`src/logic/rhs_pkg.sv`:
```
// Package with offsets, bit positions and reset values of the root hub global status block.
package rhs_pkg;
    localparam logic [7:0] RHS_STATUS_OFFSET = 8'h50;
    localparam int RHS_BIT_CLR_WAKE = 31;
    localparam int RHS_BIT_OC_CHANGE = 17;
    localparam int RHS_BIT_SET_POWER = 16;
    localparam int RHS_BIT_SET_WAKE = 15;
    localparam int RHS_BIT_OC_FLAG = 1;
    localparam int RHS_BIT_CLR_POWER = 0;
    localparam logic [31:0] RHS_STATUS_RESET = 32'h0000_0000;
    typedef enum logic [1:0] {
        RHS_ACTIVE = 2'b01,
        RHS_SUSPENDED = 2'b10
    } rhs_hub_state_t;
endpackage

```
`src/logic/rhs_cmd_if.sv`:
```
// Interface carrying decoded write commands from the register bank to the power logic.
`timescale 1ns/1ns
interface rhs_cmd_if;
    logic set_all;
    logic clr_all;
    modport src (output set_all, output clr_all);
    modport dst (input set_all, input clr_all);
endinterface

```
`src/logic/rhs_port_power.sv`:
```
// Per-port power state switched by global commands under mode and mask control.
`timescale 1ns/1ns
module rhs_port_power
#(
    parameter int NUM_PORTS = 4
)
(
    input wire logic ref_clk,
    input wire logic sys_rst,
    rhs_cmd_if.dst cmd,
    input wire logic per_port_mode,
    input wire logic [NUM_PORTS-1:0] port_power_mask,
    input wire logic [NUM_PORTS-1:0] port_set_power,
    input wire logic [NUM_PORTS-1:0] port_clr_power,
    output logic [NUM_PORTS-1:0] port_power_q
);
    import rhs_pkg::*;
    logic [NUM_PORTS-1:0] port_power_d;
    logic [NUM_PORTS-1:0] global_sel;

    always_comb
    begin
        // Mask only matters in per-port mode; in global mode every port follows.
        global_sel = per_port_mode ? ~port_power_mask : {NUM_PORTS{1'b1}};
        port_power_d = port_power_q;
        port_power_d = port_power_d | (port_set_power & port_power_mask & {NUM_PORTS{per_port_mode}});
        port_power_d = port_power_d & ~(port_clr_power & port_power_mask & {NUM_PORTS{per_port_mode}});
        if (cmd.set_all)
        begin
            port_power_d = port_power_d | global_sel;
        end
        if (cmd.clr_all)
        begin
            port_power_d = port_power_d & ~global_sel;
        end
    end

    always_ff @(posedge ref_clk)
    begin
        if (sys_rst)
        begin
            port_power_q <= '0;
        end
        else
        begin
            port_power_q <= port_power_d;
        end
    end
endmodule

```
`src/logic/rhs_global_status.sv`:
```
// Root hub global status and control register with wake and resume tracking.
`timescale 1ns/1ns
module rhs_global_status
#(
    parameter int NUM_PORTS = 4,
    parameter bit PER_PORT_OC = 1'b0
)
(
    input wire logic ref_clk,
    input wire logic sys_rst,
    input wire logic reg_wr,
    input wire logic reg_rd,
    input wire logic [7:0] reg_addr,
    input wire logic [31:0] reg_wdata,
    output logic [31:0] reg_rdata_q,
    input wire logic per_port_mode,
    input wire logic [NUM_PORTS-1:0] port_power_mask,
    input wire logic [NUM_PORTS-1:0] port_set_power,
    input wire logic [NUM_PORTS-1:0] port_clr_power,
    input wire logic overcurrent_in,
    input wire logic [NUM_PORTS-1:0] connect_change_flag,
    input wire logic suspend_req,
    output logic [NUM_PORTS-1:0] port_power_q,
    output logic remote_wake_enable_q,
    output logic resume_detected_q,
    output logic resuming_state_q
);
    import rhs_pkg::*;

    rhs_cmd_if cmd_bus();
    logic hit;
    // Decoded access strobes and the command bits of a write to this register.
    logic wr_hit;
    logic rd_hit;
    logic set_wake_cmd;
    logic clr_wake_cmd;
    logic clr_occ_cmd;

    logic wake_d;
    logic oc_d;
    logic oc_q;
    logic occ_d;
    logic occ_q;
    logic resume_d;
    logic resuming_d;
    logic [31:0] rdata_d;
    logic wake_event;

    rhs_hub_state_t state_d;
    rhs_hub_state_t state_q;

    assign hit = reg_addr == RHS_STATUS_OFFSET;
    assign wr_hit = reg_wr && hit;
    assign rd_hit = reg_rd && hit;
    assign set_wake_cmd = wr_hit && reg_wdata[RHS_BIT_SET_WAKE];
    assign clr_wake_cmd = wr_hit && reg_wdata[RHS_BIT_CLR_WAKE];
    assign clr_occ_cmd = wr_hit && reg_wdata[RHS_BIT_OC_CHANGE];
    // Only the global commands cross to the power module; per-port pulses go there directly.
    assign cmd_bus.set_all = wr_hit && reg_wdata[RHS_BIT_SET_POWER];
    assign cmd_bus.clr_all = wr_hit && reg_wdata[RHS_BIT_CLR_POWER];

    rhs_port_power #(.NUM_PORTS(NUM_PORTS)) u_power
    (
        .ref_clk(ref_clk),
        .sys_rst(sys_rst),
        .cmd(cmd_bus.dst),
        .per_port_mode(per_port_mode),
        .port_power_mask(port_power_mask),
        .port_set_power(port_set_power),
        .port_clr_power(port_clr_power),
        .port_power_q(port_power_q)
    );

    always_comb
    begin
        wake_d = remote_wake_enable_q;
        if (set_wake_cmd)
        begin
            wake_d = 1'b1;
        end
        // Clear comes last so a write with both command bits leaves wake-up off.
        if (clr_wake_cmd)
        begin
            wake_d = 1'b0;
        end
    end

    always_ff @(posedge ref_clk)
    begin
        if (sys_rst)
        begin
            remote_wake_enable_q <= 1'b0;
        end
        else
        begin
            remote_wake_enable_q <= wake_d;
        end
    end

    always_comb
    begin
        // The flag is hardware-owned; bus writes never reach it.
        oc_d = PER_PORT_OC ? 1'b0 : overcurrent_in;
        occ_d = occ_q;
        if (clr_occ_cmd)
        begin
            occ_d = 1'b0;
        end
        // Set is placed after the clear so a coincident change is not lost.
        if (oc_d != oc_q)
        begin
            occ_d = 1'b1;
        end
    end

    // A condition already present when reset ends counts as a change and sets the flag.
    always_ff @(posedge ref_clk)
    begin
        if (sys_rst)
        begin
            oc_q <= 1'b0;
            occ_q <= 1'b0;
        end
        else
        begin
            oc_q <= oc_d;
            occ_q <= occ_d;
        end
    end

    // Only a suspended hub can be woken, and only while wake-up is enabled.
    always_comb
    begin
        wake_event = remote_wake_enable_q && (|connect_change_flag);
        state_d = state_q;
        resume_d = 1'b0;
        resuming_d = 1'b0;
        unique case (state_q)
            RHS_ACTIVE:
            begin
                if (suspend_req)
                begin
                    state_d = RHS_SUSPENDED;
                end
            end
            RHS_SUSPENDED:
            begin
                if (wake_event)
                begin
                    state_d = RHS_ACTIVE;
                    resume_d = 1'b1;
                    resuming_d = 1'b1;
                end
            end
            default:
            begin
                // An illegal code falls back to active rather than locking up.
                state_d = RHS_ACTIVE;
            end
        endcase
    end

    always_ff @(posedge ref_clk)
    begin
        if (sys_rst)
        begin
            state_q <= RHS_ACTIVE;
            resume_detected_q <= 1'b0;
            resuming_state_q <= 1'b0;
        end
        else
        begin
            state_q <= state_d;
            resume_detected_q <= resume_d;
            resuming_state_q <= resuming_d;
        end
    end

    always_comb
    begin
        // Command bits 31, 16 and 0 read back as zero.
        rdata_d = RHS_STATUS_RESET;
        if (rd_hit)
        begin
            rdata_d[RHS_BIT_OC_CHANGE] = occ_q;
            rdata_d[RHS_BIT_SET_WAKE] = remote_wake_enable_q;
            rdata_d[RHS_BIT_OC_FLAG] = oc_q;
        end
    end

    // Registering the read data costs a cycle of latency but keeps the port glitch free.
    always_ff @(posedge ref_clk)
    begin
        if (sys_rst)
        begin
            reg_rdata_q <= RHS_STATUS_RESET;
        end
        else
        begin
            reg_rdata_q <= rdata_d;
        end
    end
endmodule

```
`config.mk`:
```
export PLATFORM = sky130hd
export DESIGN_NAME = rhs_global_status
export DESIGN_NICKNAME = d
export VERILOG_FILES = /design/src/logic/rhs_pkg.sv /design/src/logic/rhs_cmd_if.sv /design/src/logic/rhs_port_power.sv /design/src/logic/rhs_global_status.sv
export SDC_FILE = /design/constraint.sdc
export NUM_CORES = 1
export LEC_CHECK = 0
export BUFFER_PORTS_ARGS = -buffer_cell sky130_fd_sc_hd__buf_2
export CAP_MARGIN = 25
export CORE_MARGIN = 4
export CORE_UTILIZATION = 32
export CTS_CLUSTER_SIZE = 30
export DETAILED_ROUTE_END_ITERATION = 10
export PLACE_DENSITY = 0.79
export REMOVE_ABC_BUFFERS = 1
export SLEW_MARGIN = 20
export SYNTH_ARGS = -nofsm -noshare
export SYNTH_HDL_FRONTEND = slang
export SYNTH_SLANG_ARGS = --single-unit
export TNS_END_PERCENT = 10
```
`constraint.sdc`:
```
create_clock -name ref_clk -period 1.1 [get_ports ref_clk]
set_input_delay 0.055 -clock ref_clk [delete_from_list [all_inputs] [get_ports ref_clk]]
set_output_delay 0.055 -clock ref_clk [all_outputs]
set_load 0.03 [all_outputs]
```
==> metrics.cfg, run 1 <==
[clock_network]
cts.sinks=13
insertion_delay_ns=0.27
cts_tree=done
cts-buffers-inserted=3
cts_buffer_depth=2
ctsHtreeMaxLevel=1
clock-root-buffer=clkbuf_4
clkSlewWorstSetupHoldPaths_ns=0.07

[worst_setup_path]
rr_endpoint=u_power.port_power_q[3]
worstSetupStartpointType=primary input
r2r_slack_ns=0.19
path_class=primary input to flip-flop
worst_r2r_path_depth=3
critical_path_arrival_ns=1.12
rr_startpoint=u_power.port_power_q[3]
end_kind=flip-flop
path_max_fanout=4
critPathRequiredTime_ns=1.24

[detailed_routing]
ant_nets=0
first_pass_iters=2
drtIter0Drc=6
routedWlPerCell_um=11.3
routed_wl_mm=1.96
viasPerCell=4.52
route.vias.total=786
drc=0

[layout]
antenna_cells=0
finish.utilization_pct=43.0
stdcell_count=174
drive_gt1_share_pct=41.0
syn_to_final_growth_pct=27.0
nets=208

[timing]
maxSlewViolCount=0
fmax_mhz=1020
period_share_pct=89.0
fin_crit_ns=0.979
setup_viol=0
clock_skew_ns=0.00305
finalHoldViolCount=0
rsz0062_at_grt=false
fin_ws_ns=0.121
holdWs_ns=0.0174

[min_path]
min-delay-start=sys_rst
holdPathEnd=resuming_state_q
min_path_type=primary input to flip-flop
min_path_cells=2

[power]
powerDensity_nw_per_um2=1030
fin_total_pwr_uw=1100
p_leak_uw=0.000554
peakVddDrop_uv=393

[logic_synthesis]
synth.most_common_cell=buf_4
yosys_register_bits=13
synth-edff-count=0
synth_top_area_share_pct=31.0
synth-seq-area-share_pct=31.0
async_flop_share_pct=0
syn_area_um2=838
synthTopCellsByCount=30 x buf_4, 13 x dfxtp_1, 5 x nand2_1
synth_area_leader_cell=dfxtp_1
synth_area_leaders=dfxtp_1 31%, buf_4 27%, a311o_1 3.6%, and4_1 3.1%, a22oi_1 2.7%
yosys_most_used_dff=dfxtp_1
postSynthAreaPerCell_um2=9.21
synth_warnings=0
ys_types=32
postSynthCellCount=91

[grt]
grt_max_degree=11
grt_usage_pct=11.0
grt_pass1_vias=696
grt_pass1_wl_mm=2.93
overflow=0
antenna_found_initial=0

[place]
placed_cells=168
post-place-ws_ns=-0.180
dpl.hpwl_mm=1.70
io_buffers=45
gp_congestion=0.748

[run_status]
outcome=complete, no violations

[floorplan]
ios=102
die_area_um2=3500
core_um2=2480
die_x_um=59.2
fp-row-count=18
start_util_pct=33.8
die_h_um=59.2

[run]
cap_violations=0

[layout by cell type, fill, tap and decap left out, types with 2 or more instances in the layout]
master / instances
dlygate4sd3_1: 2
buf_2: 45
clkbuf_4: 3
a22oi_1: 3
dfxtp_1: 13
buf_4: 6
a31oi_1: 3
and4_1: 3
nand2_1: 5
o31ai_1: 2
a21oi_1: 2
conb_1: 29
nand4_1: 3
nand3b_1: 2
a311o_1: 3
[how the worst max path moves through the flow]
stage | slack (ns) | endpoint | start
2_1_floorplan | 0.05 | u_power.port_power_q[3] | u_power.port_power_q[3]
3_3_place_gp | -0.11 | u_power.port_power_q[2] | reg_addr[1]
3_5_place_dp | -0.18 | u_power.port_power_q[2] | reg_addr[1]
4_1_cts | 0.11 | u_power.port_power_q[2] | reg_addr[1]
5_1_grt | 0.08 | u_power.port_power_q[3] | reg_addr[1]
6_report | 0.12 | u_power.port_power_q[2] | reg_addr[1]
[report_power, final]
part / switching, µW / total [µW] / internal, µW
clock network: 146 / 286 / 140
logic: 216 / 312 / 96.2
registers: 9.84 / 498 / 488
total: 372 / 1100 / 724
[cell type report]
| class | count | area (µm²) |
|---|---|---|
| fillers | 258 | 1410 |
| multi-input cells | 73 | 447 |
| repair buffers | 53 | 290 |
| flip-flops and latches | 13 | 260 |
| well taps | 30 | 37.5 |
| clock buffers | 4 | 26.3 |
| inverters | 1 | 3.75 |
[flip-flops by register name (all words and copies together), names as in the netlist]
register,cells
remote_wake_enable_q,1
oc_q,1
occ_q,1
resuming_state_q,1
u_power.port_power_q,4
state_q,2
reg_rdata_q,3
[logic make-up (layout without fill, tap and decap cells)]
family,Yosys count,in the layout,share of synthesized area [%]
XOR/XNOR,1,1,1.04
other,1,29,0.447
flip-flops,13,13,31.0
buffers and inverters,33,58,28.2
AO/OA/AOI/OAI,19,19,17.5
AND/OR/NAND/NOR,24,24,21.8
[worst max-delay path: stages]
cell     delay (ns)
buf_2          0.11
or4_4          0.57
nor3_4         0.26
a22oi_1        0.13
[stage by stage]
stage | setup TNS (ns) | cell area [µm²]
floorplan | 0 | 711
global placement | -0.617 | 1020
detailed placement | -0.995 | 1020
CTS | 0 | 1060
global route | 0 | 1060
finish | 0 | 1060
[metal layers]
metal / up-vias / GRT usage [%] / routed length [µm]
met4: 0 / 2.91 / 6
met1: 355 / 12.3 / 727
met2: 42 / 19.8 / 975
met5: - / 0 / 0
li1: 387 / - / -
met3: 2 / 3.49 / 255
[what timing repair did]
| item | CTS | global route |
|---|---|---|
| buffers inserted | 0 | 0 |
| gates resized for setup | 0 | 0 |
| hold endpoints to repair | 2 | 0 |
| hold buffers | 2 | 0 |
(Power assumes the default switching activity.)
==> run 2, diff against run 1 <==
--- a/config.mk
+++ b/config.mk
@@ -12,6 +12,7 @@
 export CTS_CLUSTER_SIZE = 30
 export DETAILED_ROUTE_END_ITERATION = 10
 export PLACE_DENSITY = 0.79
+export RECOVER_POWER = 100
 export REMOVE_ABC_BUFFERS = 1
 export SLEW_MARGIN = 20
 export SYNTH_ARGS = -nofsm -noshare
==> run 2 against run 1 <==
Combinational power about the same. Clock power about the same. Cell area decreased by 1.5%. Worst hold slack got worse by 0.0068 ns. Worst setup slack improved by 0.0039 ns. Wire length increased by 0.61%. Clock-buffer cell count unchanged. Maximum frequency increased by 0.40%.
==> metrics.cfg, run 2 (same netlist as run 1, synthesis figures left out) <==
[clock_network]
cts_buffer_depth=2
post_cts_resized=0
cts.sinks=13
cts_tree=done
postCtsHoldBufs=2
clkSlewWorstSetupHoldPaths_ns=0.07
clock-root-buffer=clkbuf_4
ctsHtreeMaxLevel=1
post_cts_buffers=0
cts-buffers-inserted=3
insertion_delay_ns=0.27

[detailed_routing]
ant_nets=0
drtIter0Drc=9
first_pass_iters=2
routedWlPerCell_um=11.4
drc=0
viasPerCell=4.53
routed_wl_mm=1.98
route.vias.total=788

[layout]
top_register=u_power.port_power_q
syn_to_final_growth_pct=25.1
final-seq-area_um2=260
nets=208
largestRegisters=u_power.port_power_q (4), reg_rdata_q (3), state_q (2)
stdcell_count=174
drive_gt1_share_pct=34.0
antenna_cells=0
layout_common_cells=34 x buf_2, 29 x conb_1, 13 x dfxtp_1
nFillCells=264
fin_area_um2=1050
multi_input_area_um2=444
largest_reg_flops=4
final_common_cell=buf_2

[grt]
grt_max_degree=11
grt_pass1_wl_mm=2.93
antenna_found_initial=0
overflow=0
grt_pass1_vias=696
grt_usage_pct=11.0

[power]
peakVddDrop_uv=393
fin_total_pwr_uw=1090
p_leak_uw=0.000514
powerDensity_nw_per_um2=1040

[min_path]
min_path_type=primary input to flip-flop

[place]
dpl.hpwl_mm=1.70
place_area_um2=1020
post-place-ws_ns=-0.180
placed_cells=168
gp_congestion=0.748
io_buffers=45

[floorplan]
core_um2=2480
die_area_um2=3500
ios=102
die_h_um=59.2
die_x_um=59.2
start_util_pct=33.8
fp-row-count=18

[timing]
fin_ws_ns=0.125
clock_skew_ns=0.00259
period_share_pct=88.6
rsz0062_at_grt=false
finalHoldViolCount=0
maxSlewViolCount=0
fin_crit_ns=0.975
setup_viol=0
fmax_mhz=1030

[worst_setup_path]
path_max_fanout=2
cpMaxStageDelayCell=dfxtp_1
cpPeakStageDelay_ns=0.34
path_buf_inv=1
path_class=flip-flop to output port
end_kind=output port
critical_path_arrival_ns=0.92
critPathRequiredTime_ns=1.04
crit_family=flip-flops
worstPathCellList=clkbuf_1
worstSetupStartpointType=flip-flop

[run_status]
outcome=complete, no violations

[run]
cap_violations=0

## run 2: final timing paths
kind / cells after the start / slack (ns) / start / to
max reg2reg: 3 / 0.19 / u_power.port_power_q[3] / u_power.port_power_q[3]
min reg2reg: 1 / 0.45 / state_q[0] / resuming_state_q
min: 2 / 0.01 / sys_rst / resuming_state_q
max: 1 / 0.13 / u_power.port_power_q[2] / port_power_q[2]
## run 2: routing by layer
| layer | global-route usage, % | up-vias | wire length, µm | part of all wire, % |
|---|---|---|---|---|
| li1 | - | 386 | - | - |
| met1 | 12.3 | 358 | 732 | 37 |
| met2 | 19.8 | 42 | 979 | 50 |
| met3 | 3.49 | 2 | 257 | 13 |
| met4 | 2.91 | 0 | 6 | 0.30 |
| met5 | 0 | - | 0 | 0 |
## run 2: per-stage QoR
| stage | setup TNS (ns) | hold WS (ns) | util [%] |
|---|---|---|---|
| floorplan | 0 | 0.124 | - |
| global placement | -0.617 | 0.271 | 41.1 |
| detailed placement | -0.995 | 0.276 | 41.1 |
| CTS | 0 | 0.00661 | 43.0 |
| global route | 0 | 0.00614 | 42.3 |
| finish | 0 | 0.0106 | 42.3 |
## run 2: power breakdown
| group | switching, µW | internal [µW] |
|---|---|---|
| clock | 147 | 140 |
| combinational | 216 | 92.9 |
| sequential | 10.2 | 488 |
## run 2: area by class of cell
class,instances,area share (%)
Inverter,1,0.358
Sequential cell,13,24.8
Tap cell,30,3.58
Multi-Input combinational cell,73,42.4
Clock buffer,4,2.51
Timing Repair Buffer,53,26.4
==> run 3, diff against run 2 <==
--- a/config.mk
+++ b/config.mk
@@ -5,10 +5,12 @@
 export SDC_FILE = /design/constraint.sdc
 export NUM_CORES = 1
 export LEC_CHECK = 0
+export ABC_AREA = 1
+export ABC_CLOCK_PERIOD_IN_PS = 1100
 export BUFFER_PORTS_ARGS = -buffer_cell sky130_fd_sc_hd__buf_2
 export CAP_MARGIN = 25
 export CORE_MARGIN = 4
-export CORE_UTILIZATION = 32
+export CORE_UTILIZATION = 33
 export CTS_CLUSTER_SIZE = 30
 export DETAILED_ROUTE_END_ITERATION = 10
 export PLACE_DENSITY = 0.79
==> run 3 against run 2 <==
Clock power rose by 2%. Sequential cell count did not move. Sequential power barely moved. Largest power group unchanged. Non-clock buffer count fell by 7. Worst hold slack improved by 0.011 ns. First-iteration DRC count rose by 11%. Area after synthesis rose by 8.1%. Clock skew rose by 0.0073 ns.
==> metrics.cfg, run 3 <==
[run_status]
outcome=complete, no violations

[run]
cap_violations=0

[timing]
fin_crit_ns=0.973
holdWs_ns=0.0214
rsz0062_at_grt=false
period_share_pct=88.5
fin_ws_ns=0.127
clock_skew_ns=0.00991
finalHoldViolCount=0
maxSlewViolCount=0
setup_viol=0
setup_tns_ns=0
fmax_mhz=1030

[logic_synthesis]
yosys_most_used_dff=dfxtp_1
synth_area_leader_cell=dfxtp_1
ys_types=18
synth_warnings=0
synthTopCellsByCount=30 x buf_4, 28 x nand2_1, 17 x inv_1, 13 x dfxtp_1, 13 x nor2_1
synth-seq-area-share_pct=28.7
async_flop_share_pct=0
synth.most_common_cell=buf_4
yosys_register_bits=13
synth_area_leaders=dfxtp_1 29%, buf_4 25%, nand2_1 12%, inv_1 7.0%, o21bai_1 6.6%
synth_top_area_share_pct=28.7
synth-edff-count=0
syn_area_um2=906
postSynthCellCount=132
postSynthAreaPerCell_um2=6.86

[floorplan]
die_x_um=60.4
fp-row-count=18
die_area_um2=3650
die_h_um=60.4
core_um2=2540
ios=102
start_util_pct=35.6

[detailed_routing]
drc=0
routedWlPerCell_um=9.10
viasPerCell=4.02
first_pass_iters=4
ant_nets=0
routed_wl_mm=1.90
drtIter0Drc=10
route.vias.total=841

[worst_setup_path]
cp.depth=1
worst_r2r_path_depth=5
worstSetupStartpointType=flip-flop
path_buf_inv=1
crit_family=flip-flops
critPathRequiredTime_ns=1.04
worstPathCellList=clkbuf_1
path_max_fanout=2
critical_path_arrival_ns=0.92
path_class=flip-flop to output port
cpPeakStageDelay_ns=0.34
end_kind=output port
cpMaxStageDelayCell=dfxtp_1

[power]
comb_power_share_pct=28.2
peakVddDrop_uv=498
internal-power_uw=712
pwr-share-seq_pct=45.1
p_leak_uw=0.000606
p_sw_share_pct=35.2
clockPowerShare_pct=26.7
powerDensity_nw_per_um2=1030
p_switching_uw=387

[place]
post-place-ws_ns=0.137
gp_congestion=0.756
dpl.hpwl_mm=1.63
place_area_um2=1040
io_buffers=45

[layout]
syn_to_final_growth_pct=18.1
fin_area_um2=1070
nFillCells=302
final_common_cell=buf_2
antenna_cells=0
drive_gt1_share_pct=26.8
largestRegisters=u_power.port_power_q (4), reg_rdata_q (3), state_q (2)
layout_common_cells=35 x buf_2, 29 x conb_1, 28 x nand2_1
largest_reg_flops=4
finish.utilization_pct=42.0
top_register=u_power.port_power_q
nets=243

[grt]
grt_pass1_vias=726
overflow=0
grt_max_degree=9
grt_usage_pct=10.3
antenna_found_initial=0
grt_pass1_wl_mm=2.84

[min_path]
min_path_type=primary input to flip-flop
min_path_cells=3

[clock_network]
cts_buffer_depth=2
clkSlewWorstSetupHoldPaths_ns=0.09
cts_tree=done
cts.sinks=13
clock-root-buffer=clkbuf_4
ctsHtreeMaxLevel=1
insertion_delay_ns=0.27
cts-buffers-inserted=3

[run 3: worst paths after layout]
path	endpoint	startpoint	slack, ns
hold / removal	oc_q	overcurrent_in	0.02
setup / recovery	port_power_q[0]	u_power.port_power_q[0]	0.13
setup reg to reg	u_power.port_power_q[2]	u_power.port_power_q[2]	0.22
hold reg to reg	reg_rdata_q[17]	occ_q	0.44
[run 3: power by group through the flow]
stage / clock network, µW / registers (µW) / logic, µW
2_1_floorplan: 0 / 518 / 203
3_3_place_gp: 0 / 506 / 303
3_5_place_dp: 0 / 507 / 306
4_1_cts: 308 / 496 / 309
5_1_grt: 333 / 499 / 341
6_report: 293 / 496 / 309
[run 3: cell families (layout without fill, tap and decap cells)]
| group | count (synthesis) | in the layout | share of synthesized area [%] |
|---|---|---|---|
| flops | 13 | 13 | 28.7 |
| other cells | 1 | 29 | 0.414 |
| buf+inv | 49 | 68 | 32.9 |
| compound gates | 9 | 9 | 7.18 |
| simple gates | 59 | 59 | 29.8 |
| xor+xnor | 1 | 1 | 0.967 |
[run 3: worst register-to-register path, delay by kind of cell (launching register included)]
kind / cells / cell delay, ns
DFF: 1 / 0.34
AOI/OAI and AO/OA: 2 / 0.25
buffers and inverters: 1 / 0.07
and+or+nand+nor: 2 / 0.17
[run 3: metal layers]
metal / up-vias / track usage, % / share of wire (%)
met5: - / 0 / 0
met4: 0 / 2.85 / 0
met3: 0 / 3.62 / 14
met2: 46 / 18.8 / 49
met1: 351 / 11.1 / 37
li1: 444 / - / -
[run 3: repair_timing]
item                      CTS  global route
resized for setup           0             0
buffers inserted            0             0
hold buffers                1             0
hold endpoints to repair    1             0
[run 3: area by class of cell]
type                    instances  area (µm²)  area share [%]
clock buffers                   4        26.3            2.46
multi-input cells              98         453            42.3
inverters                      18        67.6            6.32
flip-flops and latches         13         260            24.3
well taps                      30        37.5            3.51
repair buffers                 46         225            21.1
[run 3: per-stage QoR]
| step | instances | power [µW] |
|---|---|---|
| 4_1_cts | 209 | 1110 |
| 6_report | 209 | 1100 |
| 3_5_place_dp | 204 | 812 |
| 5_1_grt | 209 | 1170 |
| 3_3_place_gp | 204 | 809 |
| 2_1_floorplan | 129 | 721 |
